**config.mk**
```make
export PLATFORM = sky130hd
export DESIGN_NAME = encoder_position
export DESIGN_NICKNAME = d
export VERILOG_FILES = /design/src/hdl/encoder_pkg.sv /design/src/hdl/encoder_position.sv /design/src/hdl/serial_divider.sv /design/src/hdl/window_tick.sv
export SDC_FILE = /design/constraint.sdc
export NUM_CORES = 2
export LEC_CHECK = 0
export ABC_CLOCK_PERIOD_IN_PS = 10250
export BUFFER_PORTS_ARGS = -buffer_cell sky130_fd_sc_hd__buf_2
export CAP_MARGIN = 10
export CORE_MARGIN = 3
export CORE_UTILIZATION = 25
export CTS_BUF_LIST = sky130_fd_sc_hd__clkbuf_4
export CTS_CLUSTER_DIAMETER = 30
export CTS_CLUSTER_SIZE = 16
export DETAILED_ROUTE_END_ITERATION = 12
export GPL_ROUTABILITY_DRIVEN = 0
export SKIP_CTS_REPAIR_TIMING = 1
export SLEW_MARGIN = 20
export SYNTH_ARGS = -nofsm -noshare
export SYNTH_HDL_FRONTEND = slang
export SYNTH_SLANG_ARGS = --single-unit
```
**constraint.sdc**
```tcl
create_clock -name clk -period 10.25 [get_ports clk]
set_input_delay 2.05 -clock clk [delete_from_list [all_inputs] [get_ports clk]]
set_output_delay 2.05 -clock clk [all_outputs]
set_load 0.01 [all_outputs]
```
**src/hdl/encoder_pkg.sv**
```systemverilog
// shared constants of the encoder position post-processing block
package encoder_pkg;
    // attribute numbers seen by the network controller
    localparam logic [7:0] ATTR_POSITION = 8'h03;
    localparam logic [7:0] ATTR_COUNT_SENSE = 8'h0C;
    localparam logic [7:0] ATTR_SCALE_EN = 8'h0E;
    localparam logic [7:0] ATTR_CUSTOM_CPT = 8'h10;
    localparam logic [7:0] ATTR_CUSTOM_RANGE = 8'h11;
    localparam logic [7:0] ATTR_PRESET = 8'h13;
    localparam logic [7:0] ATTR_SPEED = 8'h18;
    localparam logic [7:0] ATTR_SPEED_UNIT = 8'h19;
    localparam logic [7:0] ATTR_RUN_FLAGS = 8'h29;
    localparam logic [7:0] ATTR_HW_CPT = 8'h2A;
    localparam logic [7:0] ATTR_HW_TURNS = 8'h2B;
    localparam logic [7:0] ATTR_OFFSET = 8'h33;
    localparam logic [7:0] ATTR_COMMAND = 8'h68;
    // bit positions
    localparam int CMD_APPLY_BIT = 0;
    localparam int FLAG_DIR_BIT = 0;
    localparam int FLAG_SCALE_BIT = 1;
    // speed unit codes
    typedef enum logic [15:0] {
        UNIT_CPS = 16'h1F04,
        UNIT_CPMS = 16'h1F05,
        UNIT_CPM = 16'h1F07,
        UNIT_RPS = 16'h1F0E,
        UNIT_RPM = 16'h1F0F,
        UNIT_RPH = 16'h1F10
    } speed_unit_e;
    // reset values
    localparam logic [31:0] PRESET_RESET = 32'h0000_0000;
    localparam logic [31:0] OFFSET_RESET = 32'h0000_0000;
    localparam logic SENSE_RESET = 1'h0;
    localparam logic SCALE_RESET = 1'h1;
    // per variant: 0 = 13-bit multiturn, 1 = 18-bit single, 2 = 16-bit multi
    localparam logic [31:0] HW_CPT_V0 = 32'h0000_2000;
    localparam logic [31:0] HW_CPT_V1 = 32'h0004_0000;
    localparam logic [31:0] HW_CPT_V2 = 32'h0001_0000;
    localparam logic [4:0] CPT_SHIFT_V0 = 5'h0D;
    localparam logic [4:0] CPT_SHIFT_V1 = 5'h12;
    localparam logic [4:0] CPT_SHIFT_V2 = 5'h10;
    localparam logic [15:0] HW_TURNS_MULTI = 16'h4000;
    localparam logic [15:0] HW_TURNS_SINGLE = 16'h0001;
    // widths
    localparam int RAW_W = 30;
    localparam int POS_W = 32;
    localparam int SPD_W = 48;
    // speed window timing
    localparam int CLK_HZ = 25_000_000;
    localparam int SPEED_WINDOW_MS = 100;
    localparam int SPEED_WINDOW_CYC = CLK_HZ / 1000 * SPEED_WINDOW_MS;
    // unit conversion factors over one window
    localparam logic [15:0] FAC_X10 = 16'h000A;
    localparam logic [15:0] FAC_X600 = 16'h0258;
    localparam logic [15:0] FAC_X36000 = 16'h8CA0;
    localparam logic [15:0] FAC_X1 = 16'h0001;
    localparam logic [15:0] DIV_CPMS = 16'h0064;
    localparam int RPH_STEP_BITS = 2;
endpackage

```
**src/hdl/encoder_position.sv**
```systemverilog
// position preset, scaling, speed and status for an absolute encoder
`timescale 1ns/100ps
module encoder_position #(
    parameter int VARIANT = 2,
    parameter int SPEED_WINDOW_CYC = encoder_pkg::SPEED_WINDOW_CYC
) (
    input wire logic clk,
    input wire logic arst_n,
    input wire logic [encoder_pkg::RAW_W-1:0] rawPosition,
    input wire logic [7:0] attrAddr,
    input wire logic attrWrite,
    input wire logic attrRead,
    input wire logic [31:0] attrWrData,
    output logic [31:0] attrRdData,
    output logic attrRdValid,
    output logic [31:0] positionOut
);
    import encoder_pkg::*;

    // variant figures, fixed at build time
    localparam logic [31:0] HW_CPT = (VARIANT == 0) ? HW_CPT_V0 :
        (VARIANT == 1) ? HW_CPT_V1 : HW_CPT_V2;
    localparam logic [4:0] CPT_SHIFT = (VARIANT == 0) ? CPT_SHIFT_V0 :
        (VARIANT == 1) ? CPT_SHIFT_V1 : CPT_SHIFT_V2;
    localparam logic [15:0] HW_TURNS = (VARIANT == 1) ? HW_TURNS_SINGLE :
        HW_TURNS_MULTI;
    localparam logic [31:0] HW_TOTAL = HW_CPT * {16'h0000, HW_TURNS};

    typedef enum logic [1:0] {
        SP_IDLE = 2'b00,
        SP_LAUNCH = 2'b01,
        SP_WAIT = 2'b11,
        SP_LOAD = 2'b10
    } speed_state_e;

    // configuration held for the controller
    logic [31:0] presetReg; // preset value
    logic [31:0] offsetReg; // position captured at preset
    logic senseReg; // 0 counts up clockwise
    logic scaleEnReg; // custom resolution on
    logic [31:0] customCptReg; // custom counts per turn
    logic [31:0] customRangeReg; // custom total range
    speed_unit_e unitReg; // speed unit selector
    // position path
    logic [31:0] readPosReg; // physical or scaled read position
    logic [31:0] prevPosReg; // read position one cycle back
    logic dirReg; // 1 while counting down
    logic [31:0] posOutReg;
    // speed path
    speed_state_e spStateReg;
    speed_state_e spStateNext;
    logic [31:0] lastPosReg; // output at previous window edge
    logic [31:0] deltaReg; // signed change over window
    logic [31:0] speedReg;
    // read port
    logic [31:0] rdDataReg;
    logic rdValidReg;
    logic [31:0] rdNext;

    // physical position after count sense
    wire [31:0] rawWide = {{(32 - RAW_W){1'b0}}, rawPosition};
    wire [31:0] sensePos = senseReg ? (HW_TOTAL - 32'h1 - rawWide) :
        rawWide;
    // custom ratio over physical per turn, the shift divides exactly
    wire [63:0] scaleProd = customCptReg * sensePos;
    wire [31:0] scaleShift = 32'(scaleProd >> CPT_SHIFT);

    // modulo by custom range wraps the scaled count
    wire posBusy;
    wire posDone;
    wire [31:0] posRem;
    serial_divider #(.W(POS_W)) posDiv (
        .clk(clk),
        .arst_n(arst_n),
        .start(scaleEnReg & ~posBusy),
        .dividend(scaleShift),
        .divisor(customRangeReg),
        .busy(posBusy),
        .done(posDone),
        .quotient(),
        .remainder(posRem)
    );

    // write decode
    wire wrSense = attrWrite && (attrAddr == ATTR_COUNT_SENSE);
    wire wrScale = attrWrite && (attrAddr == ATTR_SCALE_EN);
    wire wrCpt = attrWrite && (attrAddr == ATTR_CUSTOM_CPT);
    wire wrRange = attrWrite && (attrAddr == ATTR_CUSTOM_RANGE);
    wire wrPreset = attrWrite && (attrAddr == ATTR_PRESET);
    wire wrUnit = attrWrite && (attrAddr == ATTR_SPEED_UNIT);
    wire cmdApply = attrWrite && (attrAddr == ATTR_COMMAND) &&
        attrWrData[CMD_APPLY_BIT];
    // preset ceiling depends on scaling mode
    wire [31:0] presetMax = scaleEnReg ? (customRangeReg - 32'h1) :
        (HW_TOTAL - 32'h1);
    wire presetOk = (attrWrData <= presetMax);
    wire unitOk = (attrWrData[15:0] == UNIT_CPS) ||
        (attrWrData[15:0] == UNIT_CPMS) || (attrWrData[15:0] == UNIT_CPM) ||
        (attrWrData[15:0] == UNIT_RPS) || (attrWrData[15:0] == UNIT_RPM) ||
        (attrWrData[15:0] == UNIT_RPH);
    // out of range custom values fall back to the physical figures
    wire [31:0] cptIn = (attrWrData == 32'h0 || attrWrData > HW_CPT) ?
        HW_CPT : attrWrData;
    wire [31:0] rangeIn = (attrWrData == 32'h0 || attrWrData > HW_TOTAL) ?
        HW_TOTAL : attrWrData;

    // configuration registers
    always_ff @(posedge clk or negedge arst_n) begin
        if (!arst_n) begin
            senseReg <= SENSE_RESET;
            scaleEnReg <= SCALE_RESET;
            customCptReg <= HW_CPT;
            customRangeReg <= HW_TOTAL;
            unitReg <= UNIT_CPS;
        end else begin
            if (wrSense)
                senseReg <= attrWrData[0];
            if (wrScale)
                scaleEnReg <= attrWrData[0];
            if (wrCpt)
                customCptReg <= cptIn;
            if (wrRange)
                customRangeReg <= rangeIn;
            // illegal codes are dropped, the old unit stays
            if (wrUnit && unitOk)
                unitReg <= speed_unit_e'(attrWrData[15:0]);
        end
    end

    // preset and offset; an over-limit preset is refused whole
    always_ff @(posedge clk or negedge arst_n) begin
        if (!arst_n) begin
            presetReg <= PRESET_RESET;
            offsetReg <= OFFSET_RESET;
        end else if (wrPreset && presetOk) begin
            presetReg <= attrWrData;
            offsetReg <= readPosReg;
        end else if (cmdApply) begin
            offsetReg <= readPosReg;
        end
    end

    // read position: live physical, or scaled once per divide
    always_ff @(posedge clk or negedge arst_n) begin
        if (!arst_n)
            readPosReg <= '0;
        else if (!scaleEnReg)
            readPosReg <= sensePos;
        else if (posDone)
            readPosReg <= posRem;
    end

    // output position and live direction; wraps are not filtered
    always_ff @(posedge clk or negedge arst_n) begin
        if (!arst_n) begin
            posOutReg <= '0;
            prevPosReg <= '0;
            dirReg <= 1'b0;
        end else begin
            posOutReg <= readPosReg + presetReg - offsetReg;
            prevPosReg <= readPosReg;
            if (readPosReg != prevPosReg)
                dirReg <= (readPosReg < prevPosReg);
        end
    end

    // window edge enable
    wire winTick;
    window_tick #(.PERIOD(SPEED_WINDOW_CYC)) winGen (
        .clk(clk),
        .arst_n(arst_n),
        .tick(winTick)
    );

    // unit conversion: magnitude times factor over divisor
    wire deltaNeg = deltaReg[31];
    wire [31:0] deltaMag = deltaNeg ? (32'h0 - deltaReg) : deltaReg;
    wire [31:0] effCpt = scaleEnReg ? customCptReg : HW_CPT;
    wire revUnit = (unitReg == UNIT_RPS) || (unitReg == UNIT_RPM) ||
        (unitReg == UNIT_RPH);
    wire [15:0] factor = (unitReg == UNIT_CPMS) ? FAC_X1 :
        (unitReg == UNIT_CPM || unitReg == UNIT_RPM) ? FAC_X600 :
        (unitReg == UNIT_RPH) ? FAC_X36000 : FAC_X10;
    wire [SPD_W-1:0] spdDividend = SPD_W'(deltaMag) * SPD_W'(factor);
    wire [SPD_W-1:0] spdDivisor = revUnit ? SPD_W'(effCpt) :
        (unitReg == UNIT_CPMS) ? SPD_W'(DIV_CPMS) : SPD_W'(FAC_X1);
    wire spdBusy;
    wire spdDone;
    wire [SPD_W-1:0] spdQuo;
    serial_divider #(.W(SPD_W)) spdDiv (
        .clk(clk),
        .arst_n(arst_n),
        .start(spStateReg == SP_LAUNCH),
        .dividend(spdDividend),
        .divisor(spdDivisor),
        .busy(spdBusy),
        .done(spdDone),
        .quotient(spdQuo),
        .remainder()
    );
    // rph keeps whole steps of four, the others keep the truncated quotient
    wire [31:0] spdMagQ = (unitReg == UNIT_RPH) ?
        {spdQuo[31:RPH_STEP_BITS], {RPH_STEP_BITS{1'b0}}} : spdQuo[31:0];
    wire [31:0] spdSigned = deltaNeg ? (32'h0 - spdMagQ) : spdMagQ;

    // speed sequencer, one pass per window
    always_comb begin
        spStateNext = spStateReg;
        case (spStateReg)
            SP_IDLE: begin
                if (winTick)
                    spStateNext = SP_LAUNCH;
            end
            SP_LAUNCH: begin
                spStateNext = SP_WAIT;
            end
            SP_WAIT: begin
                if (spdDone)
                    spStateNext = SP_LOAD;
            end
            default: begin
                spStateNext = SP_IDLE;
            end
        endcase
    end

    // window difference and speed result
    always_ff @(posedge clk or negedge arst_n) begin
        if (!arst_n) begin
            spStateReg <= SP_IDLE;
            lastPosReg <= '0;
            deltaReg <= '0;
            speedReg <= '0;
        end else begin
            spStateReg <= spStateNext;
            if (spStateReg == SP_IDLE && winTick) begin
                deltaReg <= posOutReg - lastPosReg;
                lastPosReg <= posOutReg;
            end
            if (spStateReg == SP_LOAD)
                speedReg <= spdSigned;
        end
    end

    // read mux, unmapped attributes read zero
    always_comb begin
        if (attrAddr == ATTR_POSITION)
            rdNext = posOutReg;
        else if (attrAddr == ATTR_COUNT_SENSE)
            rdNext = {31'h0, senseReg};
        else if (attrAddr == ATTR_SCALE_EN)
            rdNext = {31'h0, scaleEnReg};
        else if (attrAddr == ATTR_CUSTOM_CPT)
            rdNext = customCptReg;
        else if (attrAddr == ATTR_CUSTOM_RANGE)
            rdNext = customRangeReg;
        else if (attrAddr == ATTR_PRESET)
            rdNext = presetReg;
        else if (attrAddr == ATTR_SPEED)
            rdNext = speedReg;
        else if (attrAddr == ATTR_SPEED_UNIT)
            rdNext = {16'h0, unitReg};
        else if (attrAddr == ATTR_RUN_FLAGS)
            rdNext = {30'h0, scaleEnReg, dirReg};
        else if (attrAddr == ATTR_HW_CPT)
            rdNext = HW_CPT;
        else if (attrAddr == ATTR_HW_TURNS)
            rdNext = {16'h0, HW_TURNS};
        else if (attrAddr == ATTR_OFFSET)
            rdNext = offsetReg;
        else
            rdNext = 32'h0;
    end

    // read answer one cycle after the request
    always_ff @(posedge clk or negedge arst_n) begin
        if (!arst_n) begin
            rdDataReg <= '0;
            rdValidReg <= 1'b0;
        end else begin
            rdValidReg <= attrRead;
            if (attrRead)
                rdDataReg <= rdNext;
        end
    end

    assign attrRdData = rdDataReg;
    assign attrRdValid = rdValidReg;
    assign positionOut = posOutReg;
endmodule

```
**src/hdl/serial_divider.sv**
```systemverilog
// restoring unsigned divider, one quotient bit per clock
`timescale 1ns/100ps
module serial_divider #(
    parameter int W = 32
) (
    input wire logic clk,
    input wire logic arst_n,
    input wire logic start,
    input wire logic [W-1:0] dividend,
    input wire logic [W-1:0] divisor,
    output logic busy,
    output logic done,
    output logic [W-1:0] quotient,
    output logic [W-1:0] remainder
);
    logic [W:0] remReg; // partial remainder
    logic [W-1:0] quoReg; // dividend shifts out, quotient in
    logic [W-1:0] dsrReg; // held divisor
    logic [7:0] cntReg; // bits still to do
    logic doneReg;
    wire [W:0] shifted = {remReg[W-1:0], quoReg[W-1]};
    wire [W:0] trial = shifted - {1'b0, dsrReg};
    wire fits = ~trial[W];

    // a start while busy is ignored, the caller waits for done
    always_ff @(posedge clk or negedge arst_n) begin
        if (!arst_n) begin
            remReg <= '0;
            quoReg <= '0;
            dsrReg <= '0;
            cntReg <= '0;
            doneReg <= 1'b0;
        end else if (start && cntReg == '0) begin
            remReg <= '0;
            quoReg <= dividend;
            dsrReg <= divisor;
            cntReg <= 8'(W);
            doneReg <= 1'b0;
        end else if (cntReg != '0) begin
            remReg <= fits ? trial : shifted;
            quoReg <= {quoReg[W-2:0], fits};
            cntReg <= cntReg - 8'h01;
            doneReg <= (cntReg == 8'h01);
        end else begin
            doneReg <= 1'b0;
        end
    end

    assign busy = (cntReg != '0);
    assign done = doneReg;
    assign quotient = quoReg;
    assign remainder = remReg[W-1:0];
endmodule

```
**src/hdl/window_tick.sv**
```systemverilog
// divider giving a one-cycle enable every PERIOD clocks
`timescale 1ns/100ps
module window_tick #(
    parameter int PERIOD = 1000
) (
    input wire logic clk,
    input wire logic arst_n,
    output logic tick
);
    logic [31:0] cntReg; // cycles into current window
    logic tickReg;
    wire lastCyc = (cntReg == 32'(PERIOD - 1));

    // free running, so the window never drifts with bus traffic
    always_ff @(posedge clk or negedge arst_n) begin
        if (!arst_n) begin
            cntReg <= '0;
            tickReg <= 1'b0;
        end else begin
            cntReg <= lastCyc ? '0 : cntReg + 32'h1;
            tickReg <= lastCyc;
        end
    end

    assign tick = tickReg;
endmodule

```
==> results.md <==
- Status: finished, final reports clean
- Worst-margin pin slew: 1180 ps
- Routed len/inst: 18.5 um
- Syn Area/Cell: 9.17 um^2
- R2r endpoint: spdDiv.quotient[46]
- Post-synthesis sequential area ratio: 21.4%
- Final Max Tran Viols: 0
- Slowest stage cell, crit path: or4_4
- EDFF count, synth: 0
- Fin worst setup slack: between 600 and 700 ps
- CTS max path bufs: 3
- Initial core utilization: 25.2%
- Launch point of the worst reg-to-reg path: deltaReg[6]
- End point of the critical path: spdDiv.quotient[46]
- Maximum capacitance violations: 0
- WP data required: 11290 ps
- Largest net degree at the start of global routing: 157
- H-tree Lvls: 4
- Critical Path AT: 10670 ps
- Post-DP HPWL: ~180 mm
- Hold Crit Class: flop to flop
- Die width: roughly 560 um
- Final setup viols: 0
- Max FO, Critical Path: 5
- Syn nets: between 10k and 15k
- YS warnings: 0
- Vias in the first global route: 59.9k
- Min cycle time layout: a little under 10000 ps
- Most frequent cells in the layout: 1502 x inv_1, 1041 x fa_1, 789 x nand2_1
- Crit path kind: flop to flop
- Drt first-iter violations: 4421
- Slowest stage delay, CP: ~560 ps
- Most used DFF post-synth: dfrtp_1
- Netlist cell types: 78
- Endpoints failing hold: 0
- Clock skew: 108 ps
- Pre-CTS WS: 437 ps
- Synth Instances: 8290
- Commonest non-fill, non-tap cell in the layout: inv_1
- Later-pin clock latency in the skew report: 1160 ps
- Setup Total Neg Slack: 0 ps
- Post-detailed-routing wire length: 229 mm
- Crit. Startpoint: deltaReg[6]
- PortBufs: about 140
- Die Area: 0.311 mm^2
- Row count: 201
- Cell mode on critical path: inv_1
- Num Clock Sinks: 649
- Drt drc: 0
- Peak Freq: 104 MHz
- PwrDens: 102 mW/mm^2
- TritonCTS buffer count: 134
- Reg2Reg Setup Slack: between 600 and 700 ps
- Root Driver: clkbuf_4
- R2r worst-path depth: 31
- GRT overflow: 0
- RSZ-0062 raised after global routing: no
- GRT Total Usage: about 15%
- Period utilisation layout: 94.0%
- Worst slew margin: roughly a fifth
- Max VDD drop: 162 uV
- Die Y: 557 um
- CP Launch Type: flop
- Post-DRT Antenna Nets: 0
- Ys async rst share: 100%
- Vias per std cell: 4.70
- Worst Setup End Kind: flop
- Synthesized flop and latch total: between 600 and 700
- I/O Pins: 139
- CTS clock-pin slew for the worst setup and hold paths: around 100 ps
- Post-synthesis cell area: between 0.07 and 0.08 mm^2
- CTS tree: built
- TritonRoute pass-1 iters: 8
- Layout cells sized above 1: slightly below 9%
- Antenna violations before repair: 40
- Nets: 10.1k
- Static leakage: between 40 and 50 nW
- Core footprint: approximately 0.3 mm^2
- Vias: 58.4k
- First-pass GRT wire length: ~360 mm
- Area growth, synth to finish: 10.9%
- Worst hold slack: roughly 460 ps
-- per-stage QoR --
step | cells | utilization [%] | cell area (um^2) | power, mW
2_1_floorplan | 8290 | - | 76000 | 5.07
4_1_cts | 12400 | 28.0 | 84200 | 8.67
3_5_place_dp | 12200 | 27.2 | 82000 | 6.13
6_report | 12400 | 28.0 | 84300 | 8.61
3_3_place_gp | 12200 | 27.2 | 82000 | 6.11
5_1_grt | 12400 | 28.0 | 84300 | 9.17
-- power by group --
part,internal (mW),switching (mW)
Sequential,2.83,0.395
Combinational,1.13,1.76
Clock,1.25,1.25
Total,5.21,3.40
-- final cells by class --
cell class | instances | area, um^2
fill | 32000 | 217000
antenna | 14 | 35.0
inverter | 1503 | 5640
sequential | 649 | 16300
multi-input combinational | 5749 | 53200
timing repair buffer | 292 | 1970
clock buffer | 146 | 1100
clock inverter | 102 | 1140
tap | 3958 | 4950
-- worst min path at each step --
stage / start / cells after the start / to / slack (ps)
floorplan: readPosReg[0] / 0 / prevPosReg[0] / 390
global placement: spdDiv.done / 1 / spStateReg[0] / 420
detailed placement: spdDiv.done / 1 / spStateReg[0] / 430
CTS: spStateReg[0] / 0 / spStateReg[1] / 450
global route: spStateReg[0] / 0 / spStateReg[1] / 460
finish: spStateReg[0] / 0 / spStateReg[1] / 460
-- cells in the mapped netlist (26+ instances only) --
| cell type | count | share of area, % |
|---|---|---|
| xor2_1 | 206 | 2.4 |
| o21ai_0 | 334 | 2.2 |
| nor2b_1 | 46 | 0.38 |
| a21o_1 | 118 | 1.2 |
| nand2_1 | 793 | 3.9 |
| ha_1 | 613 | 10 |
| a221oi_1 | 27 | 0.31 |
| o31ai_1 | 30 | 0.30 |
| nand2b_1 | 42 | 0.35 |
| o21bai_1 | 26 | 0.26 |
| nand4_1 | 50 | 0.41 |
| a211oi_1 | 27 | 0.27 |
| xnor2_1 | 163 | 1.9 |
| nand3_1 | 125 | 0.82 |
| o21a_1 | 40 | 0.40 |
| mux2i_1 | 83 | 1.1 |
| nor2_1 | 481 | 2.4 |
| a22o_1 | 68 | 0.78 |
| a21oi_1 | 413 | 2.7 |
| mux2_2 | 108 | 1.6 |
| clkbuf_1 | 372 | 1.8 |
| a31oi_1 | 61 | 0.50 |
| nor3_1 | 68 | 0.45 |
| dfrtp_1 | 640 | 21 |
| fa_1 | 1041 | 27 |
| a22oi_1 | 37 | 0.37 |
| and2_1 | 445 | 3.7 |
| and3_1 | 31 | 0.26 |
| inv_1 | 1503 | 7.4 |
-- sequential cells by signal, summed over array words and instances, names as in the netlist, 8 cells and up --
signal           flops
attrRdData          32
customCptReg        32
customRangeReg      32
deltaReg            32
lastPosReg          32
offsetReg           32
posDiv.cntReg        8
posDiv.dsrReg       32
posDiv.quotient     32
posDiv.remReg       32
positionOut         32
presetReg           32
prevPosReg          32
readPosReg          32
spdDiv.cntReg        8
spdDiv.dsrReg       32
spdDiv.quotient     48
spdDiv.remReg       48
speedReg            32
unitReg             16
winGen.cntReg       32
-- critical path, delay by kind of cell, from the launching register on --
family | cells | cell delay, ps
xor gates and xnor gates | 1 | 490
adders and majority gates | 7 | 3350
and+or+nand+nor | 11 | 3620
buffers and inverters | 7 | 380
DFF | 1 | 420
AOI/OAI and AO/OA | 5 | 1270
-- routing by layer --
metal  up-vias  wire [um]  global-route usage, %
li1      26600          -                      -
met1     29600     103000                   20.6
met2      1844     105000                   24.3
met3       347      14600                   2.19
met4        10       6410                   4.20
met5         -         69                      0
-- cells by family (layout without fill, tap and decap cells) --
family,count (synthesis),after routing,synth area share [%]
flops,649,649,21.4
buf+inv,1892,2043,9.35
fa+ha+maj,1654,1654,37.5
xor+xnor,369,369,4.25
mux,191,191,2.69
other cells,0,14,0
compound gates,1317,1317,10.8
simple gates,2218,2218,14.0
Power figures use the tool's default switching activity.
